## config.mk

```make
export PLATFORM = sky130hd
export DESIGN_NAME = ucer_error_regs
export DESIGN_NICKNAME = d
export VERILOG_FILES = /design/src/inc/ucer_pkg.sv /design/src/verilog/ucer_cfg_decode.sv /design/src/verilog/ucer_error_regs.sv /design/src/verilog/ucer_sticky_bit.sv
export SDC_FILE = /design/constraint.sdc
export NUM_CORES = 1
export LEC_CHECK = 0
export BUFFER_PORTS_ARGS = -buffer_cell sky130_fd_sc_hd__clkbuf_2
export CAP_MARGIN = 30
export CORE_UTILIZATION = 45
export DETAILED_ROUTE_END_ITERATION = 10
export GPL_ROUTABILITY_DRIVEN = 0
export PLACE_DENSITY_LB_ADDON = 0.2
export SETUP_SLACK_MARGIN = 0.02
export SYNTH_ARGS = -nofsm -noshare
export SYNTH_HDL_FRONTEND = slang
export SYNTH_HIERARCHICAL = 1
export SYNTH_SLANG_ARGS = --single-unit
```

## constraint.sdc

```tcl
create_clock -name core_clk_i -period 1.9 [get_ports core_clk_i]
set_input_delay 0.285 -clock core_clk_i [delete_from_list [all_inputs] [get_ports core_clk_i]]
set_output_delay 0.285 -clock core_clk_i [all_outputs]
set_load 0.05 [all_outputs]
```

## src/inc/ucer_pkg.sv

```systemverilog
// package of offsets, field positions and reset values for the uncorrectable error block
package ucer_pkg;

    // configuration space byte offsets of the registers
    localparam logic [11:0] UCER_HDR_OFS = 12'h100;
    localparam logic [11:0] UCER_STS_OFS = 12'h104;
    localparam logic [11:0] UCER_MSK_OFS = 12'h108;
    localparam logic [11:0] UCER_SEV_OFS = 12'h10C;
    localparam int unsigned UCER_CFG_ADDR_W = 12;
    localparam int unsigned UCER_DW_LSB = 2;

    // capability header fields
    localparam logic [11:0] UCER_NEXT_CAP_PTR = 12'h140;
    localparam logic [3:0] UCER_CAP_VERSION = 4'h1;
    localparam logic [15:0] UCER_EXT_CAP_ID = 16'h0001;
    localparam logic [31:0] UCER_HDR_VALUE = {UCER_NEXT_CAP_PTR, UCER_CAP_VERSION,
                                              UCER_EXT_CAP_ID};

    // error bit positions, shared by status, mask and severity
    localparam int unsigned UCER_BIT_TRAIN = 0;
    localparam int unsigned UCER_BIT_DLP = 4;
    localparam int unsigned UCER_BIT_SLD = 5;
    localparam int unsigned UCER_BIT_POISON = 12;
    localparam int unsigned UCER_BIT_FCP = 13;
    localparam int unsigned UCER_BIT_CTO = 14;
    localparam int unsigned UCER_BIT_CA = 15;
    localparam int unsigned UCER_BIT_UC = 16;
    localparam int unsigned UCER_BIT_RXOVF = 17;
    localparam int unsigned UCER_BIT_MALF = 18;
    localparam int unsigned UCER_BIT_UR = 20;
    localparam int unsigned UCER_BIT_HLRTO = 21;

    // implemented bits of a downstream root port and of the hub-link port
    localparam logic [31:0] UCER_IMPL_ROOT = 32'h0017_F031;
    localparam logic [31:0] UCER_IMPL_HUB = 32'h0037_F031;

    // severity reset values (1 = fatal)
    localparam logic [31:0] UCER_SEV_RST_ROOT = 32'h0006_2011;
    localparam logic [31:0] UCER_SEV_RST_HUB = 32'h0026_2011;

    // status and mask reset value
    localparam logic [31:0] UCER_STS_RST = 32'h0000_0000;
    localparam logic [31:0] UCER_MSK_RST = 32'h0000_0000;

    // status bits that are plain read-write instead of write-one-to-clear
    localparam logic [31:0] UCER_STS_RW_BITS = 32'h0000_0020;

    localparam logic [31:0] UCER_ZERO_WORD = 32'h0000_0000;

endpackage

```

## src/verilog/ucer_cfg_decode.sv

```systemverilog
// address decode of the four configuration dwords of the block
`timescale 1ns/10ps
module ucer_cfg_decode (
    input wire logic [ucer_pkg::UCER_CFG_ADDR_W-1:0] addr_i,
    output logic sel_hdr_o,
    output logic sel_sts_o,
    output logic sel_msk_o,
    output logic sel_sev_o
);
    import ucer_pkg::*;

    logic [UCER_CFG_ADDR_W-1:UCER_DW_LSB] dw;

    // byte lanes are given by enables, so the low address bits are ignored
    assign dw = addr_i[UCER_CFG_ADDR_W-1:UCER_DW_LSB];
    assign sel_hdr_o = (dw == UCER_HDR_OFS[UCER_CFG_ADDR_W-1:UCER_DW_LSB]);
    assign sel_sts_o = (dw == UCER_STS_OFS[UCER_CFG_ADDR_W-1:UCER_DW_LSB]);
    assign sel_msk_o = (dw == UCER_MSK_OFS[UCER_CFG_ADDR_W-1:UCER_DW_LSB]);
    assign sel_sev_o = (dw == UCER_SEV_OFS[UCER_CFG_ADDR_W-1:UCER_DW_LSB]);

endmodule

```

## src/verilog/ucer_error_regs.sv

```systemverilog
// uncorrectable error capability of one root port or of the hub-link port
//
// Function
// - header bits 31:20 read the fixed next pointer 140h
// - header bits 19:16 read version 1h, writes ignored
// - header bits 15:0 read identifier 0001h, read-only
// - a detected error not masked at detection sets its status bit
// - status bits 20,18,17,16,15,14,13,12,5,4,0 by error type; others reserved
// - hub-link port adds status bit 21 for link reset timeout
// - status sticky write-one-clear; bit 5 sticky read-write; all reset 0
// - set mask bit stops the error being signalled; sticky, resets 0
// - mask bits sit at status positions, bit 21 on hub-link port
// - severity bit 1 classifies error fatal, 0 non-fatal
// - status with severity picks fatal or non-fatal log reporting
// - hub-link severity 21,18,17,13,4,0 reset 1, others 0, sticky
// - root port severity 18,17,13 reset 1; 20,16,15,14,12 reset 0
// - root port severity 5 resets 0; bits 4 and 0 reset 1
`timescale 1ns/10ps
module ucer_error_regs #(
    parameter int unsigned HUB_LINK_PORT = 0
) (
    input wire logic core_clk_i,
    input wire logic resetn_i,
    input wire logic warm_resetn_i,
    input wire logic cfg_rd_i,
    input wire logic cfg_wr_i,
    input wire logic [ucer_pkg::UCER_CFG_ADDR_W-1:0] cfg_addr_i,
    input wire logic [3:0] cfg_be_i,
    input wire logic [31:0] cfg_wdata_i,
    input wire logic [31:0] err_detect_i,
    input wire logic [31:0] uncorrectable_detect_mask_i,
    output logic [31:0] cfg_rdata_o,
    output logic cfg_rd_valid_o,
    output logic fatal_err_o,
    output logic nonfatal_err_o,
    output logic fatal_pending_o,
    output logic nonfatal_pending_o
);
    import ucer_pkg::*;

    localparam logic [31:0] IMPL = (HUB_LINK_PORT != 0) ? UCER_IMPL_HUB : UCER_IMPL_ROOT;
    localparam logic [31:0] SEV_RST = (HUB_LINK_PORT != 0) ? UCER_SEV_RST_HUB
                                                          : UCER_SEV_RST_ROOT;

    generate
        if (HUB_LINK_PORT > 1) begin : g_bad_param
            $error("HUB_LINK_PORT must be 0 or 1");
        end
    endgenerate

    // decode of the access
    logic sel_hdr;
    logic sel_sts;
    logic sel_msk;
    logic sel_sev;

    ucer_cfg_decode u_decode (
        .addr_i(cfg_addr_i),
        .sel_hdr_o(sel_hdr),
        .sel_sts_o(sel_sts),
        .sel_msk_o(sel_msk),
        .sel_sev_o(sel_sev)
    );

    // per-bit write enable from the byte enables
    logic [31:0] lane_en;
    logic [31:0] wr_sts;
    logic [31:0] wr_msk;
    logic [31:0] wr_sev;

    always_comb begin
        for (int b = 0; b < 4; b++) begin
            lane_en[b*8 +: 8] = {8{cfg_be_i[b]}};
        end
    end

    // header has no write path at all, so a write there just falls away
    assign wr_sts = {32{cfg_wr_i & sel_sts}} & lane_en;
    assign wr_msk = {32{cfg_wr_i & sel_msk}} & lane_en;
    assign wr_sev = {32{cfg_wr_i & sel_sev}} & lane_en;

    // errors that pass the detection mask
    logic [31:0] err_event;

    assign err_event = err_detect_i & ~uncorrectable_detect_mask_i & IMPL;

    // status, mask and severity storage
    logic [31:0] sts_q;
    logic [31:0] msk_q;
    logic [31:0] sev_q;

    // implemented bits and severity reset values follow the port kind; status and mask resets and bit classes are the same for both
    generate
        for (genvar i = 0; i < 32; i++) begin : g_bit
            if (IMPL[i]) begin : g_impl
                ucer_sticky_bit #(
                    .RST_VAL(UCER_STS_RST[i]),
                    .W1C(!UCER_STS_RW_BITS[i])
                ) u_sts (
                    .core_clk_i(core_clk_i),
                    .resetn_i(resetn_i),
                    .set_i(err_event[i]),
                    .wr_i(wr_sts[i]),
                    .wdata_i(cfg_wdata_i[i]),
                    .q_o(sts_q[i])
                );
                ucer_sticky_bit #(
                    .RST_VAL(UCER_MSK_RST[i]),
                    .W1C(1'b0)
                ) u_msk (
                    .core_clk_i(core_clk_i),
                    .resetn_i(resetn_i),
                    .set_i(1'b0),
                    .wr_i(wr_msk[i]),
                    .wdata_i(cfg_wdata_i[i]),
                    .q_o(msk_q[i])
                );
                ucer_sticky_bit #(
                    .RST_VAL(SEV_RST[i]),
                    .W1C(1'b0)
                ) u_sev (
                    .core_clk_i(core_clk_i),
                    .resetn_i(resetn_i),
                    .set_i(1'b0),
                    .wr_i(wr_sev[i]),
                    .wdata_i(cfg_wdata_i[i]),
                    .q_o(sev_q[i])
                );
            end else begin : g_rsvd
                // reserved positions read as zero
                assign sts_q[i] = 1'b0;
                assign msk_q[i] = 1'b0;
                assign sev_q[i] = 1'b0;
            end
        end
    endgenerate

    // the training error bit at position 0 behaves like the others here, but
    // software is told not to trust it, so no special case is built for it

    // new errors allowed through the signalling mask, split by severity
    logic [31:0] err_signal;
    logic fatal_now;
    logic nonfatal_now;

    assign err_signal = err_event & ~msk_q;
    assign fatal_now = |(err_signal & sev_q);
    assign nonfatal_now = |(err_signal & ~sev_q);

    // recorded errors still waiting for software, by class
    logic fatal_pend_nxt;
    logic nonfatal_pend_nxt;

    assign fatal_pend_nxt = |(sts_q & ~msk_q & sev_q);
    assign nonfatal_pend_nxt = |(sts_q & ~msk_q & ~sev_q);

    // one-cycle report pulses toward the device first/next error logs;
    // these are not sticky, so a warm reset drops a report in flight
    always_ff @(posedge core_clk_i or negedge resetn_i) begin
        if (!resetn_i) begin
            fatal_err_o <= 1'b0;
            nonfatal_err_o <= 1'b0;
        end else if (!warm_resetn_i) begin
            fatal_err_o <= 1'b0;
            nonfatal_err_o <= 1'b0;
        end else begin
            fatal_err_o <= fatal_now;
            nonfatal_err_o <= nonfatal_now;
        end
    end

    // pending levels follow the sticky state, one cycle behind it
    always_ff @(posedge core_clk_i or negedge resetn_i) begin
        if (!resetn_i) begin
            fatal_pending_o <= 1'b0;
            nonfatal_pending_o <= 1'b0;
        end else begin
            fatal_pending_o <= fatal_pend_nxt;
            nonfatal_pending_o <= nonfatal_pend_nxt;
        end
    end

    // read data mux; unmapped dwords read as zero
    logic [31:0] rdata_nxt;

    always_comb begin
        rdata_nxt = UCER_ZERO_WORD;
        if (sel_hdr) begin
            rdata_nxt = UCER_HDR_VALUE;
        end else if (sel_sts) begin
            rdata_nxt = sts_q;
        end else if (sel_msk) begin
            rdata_nxt = msk_q;
        end else if (sel_sev) begin
            rdata_nxt = sev_q;
        end
    end

    // read answer one cycle after the request; it shows the state before any
    // write or error taken in that same cycle
    always_ff @(posedge core_clk_i or negedge resetn_i) begin
        if (!resetn_i) begin
            cfg_rdata_o <= UCER_ZERO_WORD;
            cfg_rd_valid_o <= 1'b0;
        end else if (!warm_resetn_i) begin
            cfg_rdata_o <= UCER_ZERO_WORD;
            cfg_rd_valid_o <= 1'b0;
        end else begin
            cfg_rd_valid_o <= cfg_rd_i;
            if (cfg_rd_i) begin
                cfg_rdata_o <= rdata_nxt;
            end
        end
    end

endmodule

```

## src/verilog/ucer_sticky_bit.sv

```systemverilog
// one sticky configuration bit, either write-one-to-clear or read-write
`timescale 1ns/10ps
module ucer_sticky_bit #(
    parameter bit RST_VAL = 1'b0,
    parameter bit W1C = 1'b0
) (
    input wire logic core_clk_i,
    input wire logic resetn_i,
    input wire logic set_i,
    input wire logic wr_i,
    input wire logic wdata_i,
    output logic q_o
);

    // only the power-on reset reaches this flop, so the value survives warm resets
    always_ff @(posedge core_clk_i or negedge resetn_i) begin
        if (!resetn_i) begin
            q_o <= RST_VAL;
        end else if (set_i) begin
            // a new error beats a clear in the same cycle
            q_o <= 1'b1;
        end else if (wr_i) begin
            if (W1C) begin
                q_o <= q_o & ~wdata_i;
            end else begin
                q_o <= wdata_i;
            end
        end
    end

endmodule
```

== Word-level counts from Yosys, hierarchy flattened ==
Index checks and enable logic that the tools add are counted.

* Register bits after elaboration: 70
* Input bits: 117
* Output and inout port bits: 37
* Logic and storage cells: 126

* Reduce and logical (&&, ||, !) cells: 15
* Equality and inequality tests: 5
* Bitwise logic cells: 36
* Muxes and demuxes: 31

{| class="wikitable"
|+ Operator list
! kind !! count
|-
| $mux W32 || 4
|-
| $reduce_or A32 Y1 || 4
|-
| $and A21 B21 Y21 || 4
|-
| $and A21 B32 Y32 || 2
|-
| $and A32 B21 Y32 || 2
|-
| $and A32 B32 Y32 || 2
|-
| $not A21 Y32 || 2
|-
| $mux W21 || 2
|-
| $eq A10 B7 Y1 const B || 4
|-
| $mux W1 || 25
|-
| $reduce_bool A2 Y1 || 11
|-
| $not A21 Y21 || 1
|-
| $and A1 B1 Y1 || 13
|-
| $not A1 Y1 || 10
|-
| $ne A2 B1 Y1 const B || 1
|}

== Logic depth before layout (Yosys ltp) ==
* Word-level depth: 7
* Mapped depth: 7
* Mapped depth without buffers: 6

== Hierarchy ==
The synthesis kept the hierarchy.

{| class="wikitable"
|+ Modules (own cells, without submodules)
! module !! instances !! cells an instance !! seq. area each (sq um) !! area an instance (sq um)
|-
| ucer_error_regs || 1 || 178 || 425.4 || 1488.9
|-
| ucer_sticky_bit at g_bit[0].g_impl.u_msk ... || 18 || 3 || 25.0 || 40.0
|-
| ucer_sticky_bit at g_bit[0].g_impl.u_sts ... || 10 || 3 || 25.0 || 36.3
|-
| ucer_sticky_bit at g_bit[0].g_impl.u_sev ... || 5 || 3 || 26.3 || 41.3
|-
| ucer_cfg_decode || 1 || 8 || 0.0 || 57.6
|}

== Worst setup path before layout ==
OpenSTA, ideal clock, no wires.

* Kind: in2reg
* Start: input port cfg_addr_i[11] (netlist bit)
* End: register g_bit[12].g_impl.u_msk.q_o
* Library setup time: 0.124 ns
* Stages: 6
* Data required time: 1.776 ns
* Buffers on the path: 1
* Setup slack: -0.493 ns
* Data arrival time: 2.269 ns
* Cell sequence: or4_1 -> nor4b_2 -> clkbuf_1 -> and3_1 -> nor2b_1 -> a211o_1

* Cells in the longest elaborated chain, start to end: 3

{| class="wikitable"
|+ RTL lines
! what !! line !! text
|-
| from (decl) || ucer_error_regs.sv:27 || <nowiki>input wire logic [ucer_pkg::UCER_CFG_ADDR_W-1:0] cfg_addr_i,</nowiki>
|-
| $eq A10 B7 Y1 || ucer_cfg_decode.sv:18 || <nowiki>assign sel_msk_o = (dw == UCER_MSK_OFS[UCER_CFG_ADDR_W-1:UCER_DW_LSB]);</nowiki>
|-
| via sel_msk || ucer_error_regs.sv:54 || <nowiki>logic sel_msk;</nowiki>
|-
| $and A1 B1 Y1 || ucer_error_regs.sv:79 || <nowiki>assign wr_msk = {32{cfg_wr_i & sel_msk}} & lane_en;</nowiki>
|-
| $and A21 B21 Y21 || ucer_error_regs.sv:79 ||
|-
| to (signal assigned) || ucer_sticky_bit.sv:24 || <nowiki>q_o <= q_o & ~wdata_i;</nowiki>
|-
| to (signal assigned) || ucer_sticky_bit.sv:26 || <nowiki>q_o <= wdata_i;</nowiki>
|-
| to (decl) || ucer_sticky_bit.sv:12 || <nowiki>output logic q_o</nowiki>
|}

The timed path passes the listed nets, and every way through them passes these cells.
A chain may end at the register's enable or synchronous reset.

== Worst setup path in the final report ==
* Start: input port cfg_addr_i[4] (netlist bit)
* End: register g_bit[15].g_impl.u_sev.q_o

* Cells in the longest elaborated chain, start to end: 3

{| class="wikitable"
|+ RTL lines
! what !! line !! text
|-
| $eq A10 B7 Y1 || ucer_cfg_decode.sv:19 || <nowiki>assign sel_sev_o = (dw == UCER_SEV_OFS[UCER_CFG_ADDR_W-1:UCER_DW_LSB]);</nowiki>
|-
| via sel_sev || ucer_error_regs.sv:55 || <nowiki>logic sel_sev;</nowiki>
|-
| $and A1 B1 Y1 || ucer_error_regs.sv:80 || <nowiki>assign wr_sev = {32{cfg_wr_i & sel_sev}} & lane_en;</nowiki>
|-
| $and A21 B21 Y21 || ucer_error_regs.sv:80 ||
|-
| to (signal assigned) || ucer_sticky_bit.sv:24 ||
|-
| to (signal assigned) || ucer_sticky_bit.sv:26 ||
|-
| to (decl) || ucer_sticky_bit.sv:12 ||
|}

The timed path passes the listed nets, and every way through them passes these cells.

==> impl_metrics.toml <==
[cts]
cts_buffers = 5
cts_tree = "built"
root_buffer = "clkbuf_8"
cts.sinks = 50
clkSlewWorstSetupHoldPaths_ns = 0.09
cts_hold_buf = 0
clockBufferDepth = 2
clock_latency_ns = 0.29
htreeDepth = 2

[finish]
stdcell_count = 473
syn_to_final_growth_pct = 27.3
nets = 515
final_util_pct = 60.3
drive_gt1_share_pct = 30.9
diodes = 0

[power]
peakVddDrop_mv = 0.326
p_per_area_mw_per_mm2 = 524
intPower_mw = 1.38
pwr-share-clk_pct = 31.2
p_seq_share_pct = 56.4
p_sw_mw = 0.515
combPwrFrac_pct = 12.3
sw_frac_of_total_pct = 27.2
leakagePower_nw = 1.69

[global_route]
grt_pass1_wl_mm = 11.2
track_usage_pct = 22.2
grt.overflow.total = 0
grt_pass1_vias = 2374
antenna_found_initial = 0
grt_max_degree = 51

[placement]
dp_hpwl_mm = 5.33
placement.io_buffers = 68
placed_cells_incl_taps = 461
dp_slack_ns = -0.292

[synthesis]
synth_top_family_by_area = "simple AND/OR/NAND/NOR gates"
ys_types = 42
synth_area_per_cell_um2 = 9.95
yosys.area_share.simple_pct = 25.5
synth_xor_area_share_pct = 0
syn_inst = 285
synth-compound-area-share_pct = 21.3
synth_area_mm2 = 0.00284
synth_top_area_share_pct = 39.7
ys_top_cells_by_area = "dfrtp_1 (40%), nor2b_1 (7.7%), a211o_1 (7.1%), buf_4 (5.3%), dfstp_2 (4.6%)"
synth_mux_area_share_pct = 0.750
synthAdderAreaFrac_pct = 0
synth-async-reset-ratio_pct = 100
synth-seq-area-share_pct = 44.3
synth_ff_type = "dfrtp_1"
yosysTopAreaCell = "dfrtp_1"
synth-edff-count = 0
yosys_warnings = 6
ys_ff_latch = 50

[timing]
final.setup.tns_ns = 0
rsz0062_at_grt = "true"
fin_crit_sh_pct = 98.2
slew_headroom_pct = 57.4
worst_pin_slew_ns = 0.639
post-route-min-period_ns = 1.87
skew_ns = 0.00531
setup_viol = 0
drv_slew = 0
finalHoldWorstSlack_ns = 0.0714
fin_ws_ns = 0.0336
hold_violations = 0
max_freq_mhz = 536

[worst_setup_path]
required_ns = 2.08
crit_path_start_kind = "input pin"
cp_max_fo = 8
slowest_stage = "or4_4"
worst_setup_path_end_kind = "register"
cp_data_arrival_time_ns = 2.05
critical_path_class = "input pin to register"
path_cells = "clkbuf_2, or4_4, nor3_1, buf_4, and3_2, nor2b_1, a211o_1"
max_stage_delay_ns = 0.58

[floorplanning]
die_width_um = 81.4
start_util_pct = 47.3
top_level_ports = 154
core_mm2 = 0.00599
die_h_um = 81.4
dieArea_mm2 = 0.00663
placementRows = 28

[run_status]
status = "complete, no violations"

[detailed_routing]
post-route-drc-count = 0
drtPass1Iterations = 4
vias = 2519
wl_mm = 6.97
wl_per_cell_um = 14.7
initialDrtViolationCount = 187
viasPerCell = 5.33
antenna_left = 0

[run]
max_cap_violations = 0

[hold_path]
hold_class = "input pin to async pin"
-- power groups by stage --
stage | Clock [mW] | Sequential, mW | Combinational [mW]
global placement | 0 | 1.09 | 0.230
detailed placement | 0 | 1.09 | 0.233
CTS | 0.610 | 1.07 | 0.234
finish | 0.592 | 1.07 | 0.234
global route | 0.655 | 1.07 | 0.258
floorplan | 0 | 1.10 | 0.150
-- what timing repair did --
action / 4_1_cts / 5_1_grt
gates resized for setup: 0 / 11
endpoints found under the setup margin: 0 / 25
buffers inserted: 0 / 5
-- worst paths after layout --
path,startpoint,end,slack [ns],cells after the start
worst min register to register,g_bit[4].g_impl.u_sts/q_o,g_bit[4].g_impl.u_sts/q_o,0.51,1
min in group core_clk_i,cfg_wdata_i[17],g_bit[17].g_impl.u_msk/q_o,0.23,2
worst max-delay path,cfg_addr_i[4],g_bit[15].g_impl.u_sev/q_o,0.03,7
worst min-delay path,resetn_i,cfg_rdata_o[26],0.07,2
max in group asynchronous,resetn_i,g_bit[20].g_impl.u_sev/q_o,1.38,2
worst max register to register,g_bit[17].g_impl.u_sev/q_o,nonfatal_pending_o,0.18,4
-- cell usage after synthesis (all sizes together), types with 8 or more instances --
master / n
dfrtp: 45
nor2b: 35
a211o: 23
buf: 22
inv: 14
a21oi: 13
nand2: 13
nand3b: 11
a21o: 10
nor3b: 10
a22o: 9
and3: 9
nor2: 9
a221oi: 8
and3b: 8
-- worst max-delay path, delay by kind of cell --
family | cells | cell delay [ns]
simple gates | 4 | 1.22
compound gates | 1 | 0.26
buf+inv | 2 | 0.28
-- sequential cells by signal, summed over array words and instances, names as in the netlist --
name and cells:
nonfatal_pending_o 1, g_bit.g_impl.u_sev/q_o 11, fatal_pending_o 1, nonfatal_err_o 1, cfg_rdata_o 12, g_bit.g_impl.u_msk/q_o 11, fatal_err_o 1, g_bit.g_impl.u_sts/q_o 11
cfg_rd_valid_o 1
-- placed cells by master (no fill, tap or decap), types with 2 or more instances in the layout --
cell type | Yosys | layout
clkbuf_2 | 0 | 68
dfrtp_1 | 45 | 45
conb_1 | 1 | 41
nor2b_1 | 35 | 34
a211o_1 | 23 | 23
buf_4 | 20 | 21
inv_1 | 14 | 14
a21oi_1 | 13 | 13
nand2_1 | 13 | 13
nand3b_1 | 11 | 11
nor3b_1 | 10 | 10
a21o_1 | 10 | 10
a22o_1 | 9 | 9
nor2_1 | 8 | 8
and3b_1 | 8 | 8
a221oi_2 | 0 | 7
clkbuf_8 | 0 | 5
dfstp_2 | 5 | 5
and3_1 | 9 | 4
nor3_1 | 4 | 4
and3_4 | 0 | 3
nand4_1 | 3 | 3
nor4_1 | 4 | 3
and3_2 | 0 | 2
and2_1 | 2 | 2
a211oi_1 | 2 | 2
a221o_1 | 2 | 2
o21ai_1 | 1 | 2
o21ai_0 | 4 | 2
buf_6 | 0 | 2
-- final cells by class --
type	instances	area [um2]
fillers	527	2380
flip-flops and latches	50	1260
multi-input cells	236	1610
well taps	75	93.8
repair buffers	91	520
inverters	14	52.6
clock buffers	6	72.6
clock inverters	1	7.51
-- logic make-up after synthesis --
family                 count (synthesis)
AOI/OAI and AO/OA                     78
buffers and inverters                 39
DFF                                   50
muxes                                  2
other                                  1
and+or+nand+nor                      115
-- per-layer routing --
| metal | share of wire, % | GRT usage (%) |
|---|---|---|
| met1 | 46 | 29.7 |
| met2 | 47 | 37.0 |
| met3 | 5.7 | 3.26 |
| met4 | 1.4 | 6.61 |
| met5 | 0 | 0 |
-- stage by stage --
step	instance area, um2	power, mW
3_5_place_dp	3440	1.32
4_1_cts	3520	1.91
2_1_floorplan	3050	1.25
3_3_place_gp	3440	1.32
5_1_grt	3610	1.98
6_report	3610	1.89
Note: power is estimated with default switching activity, not from simulation.
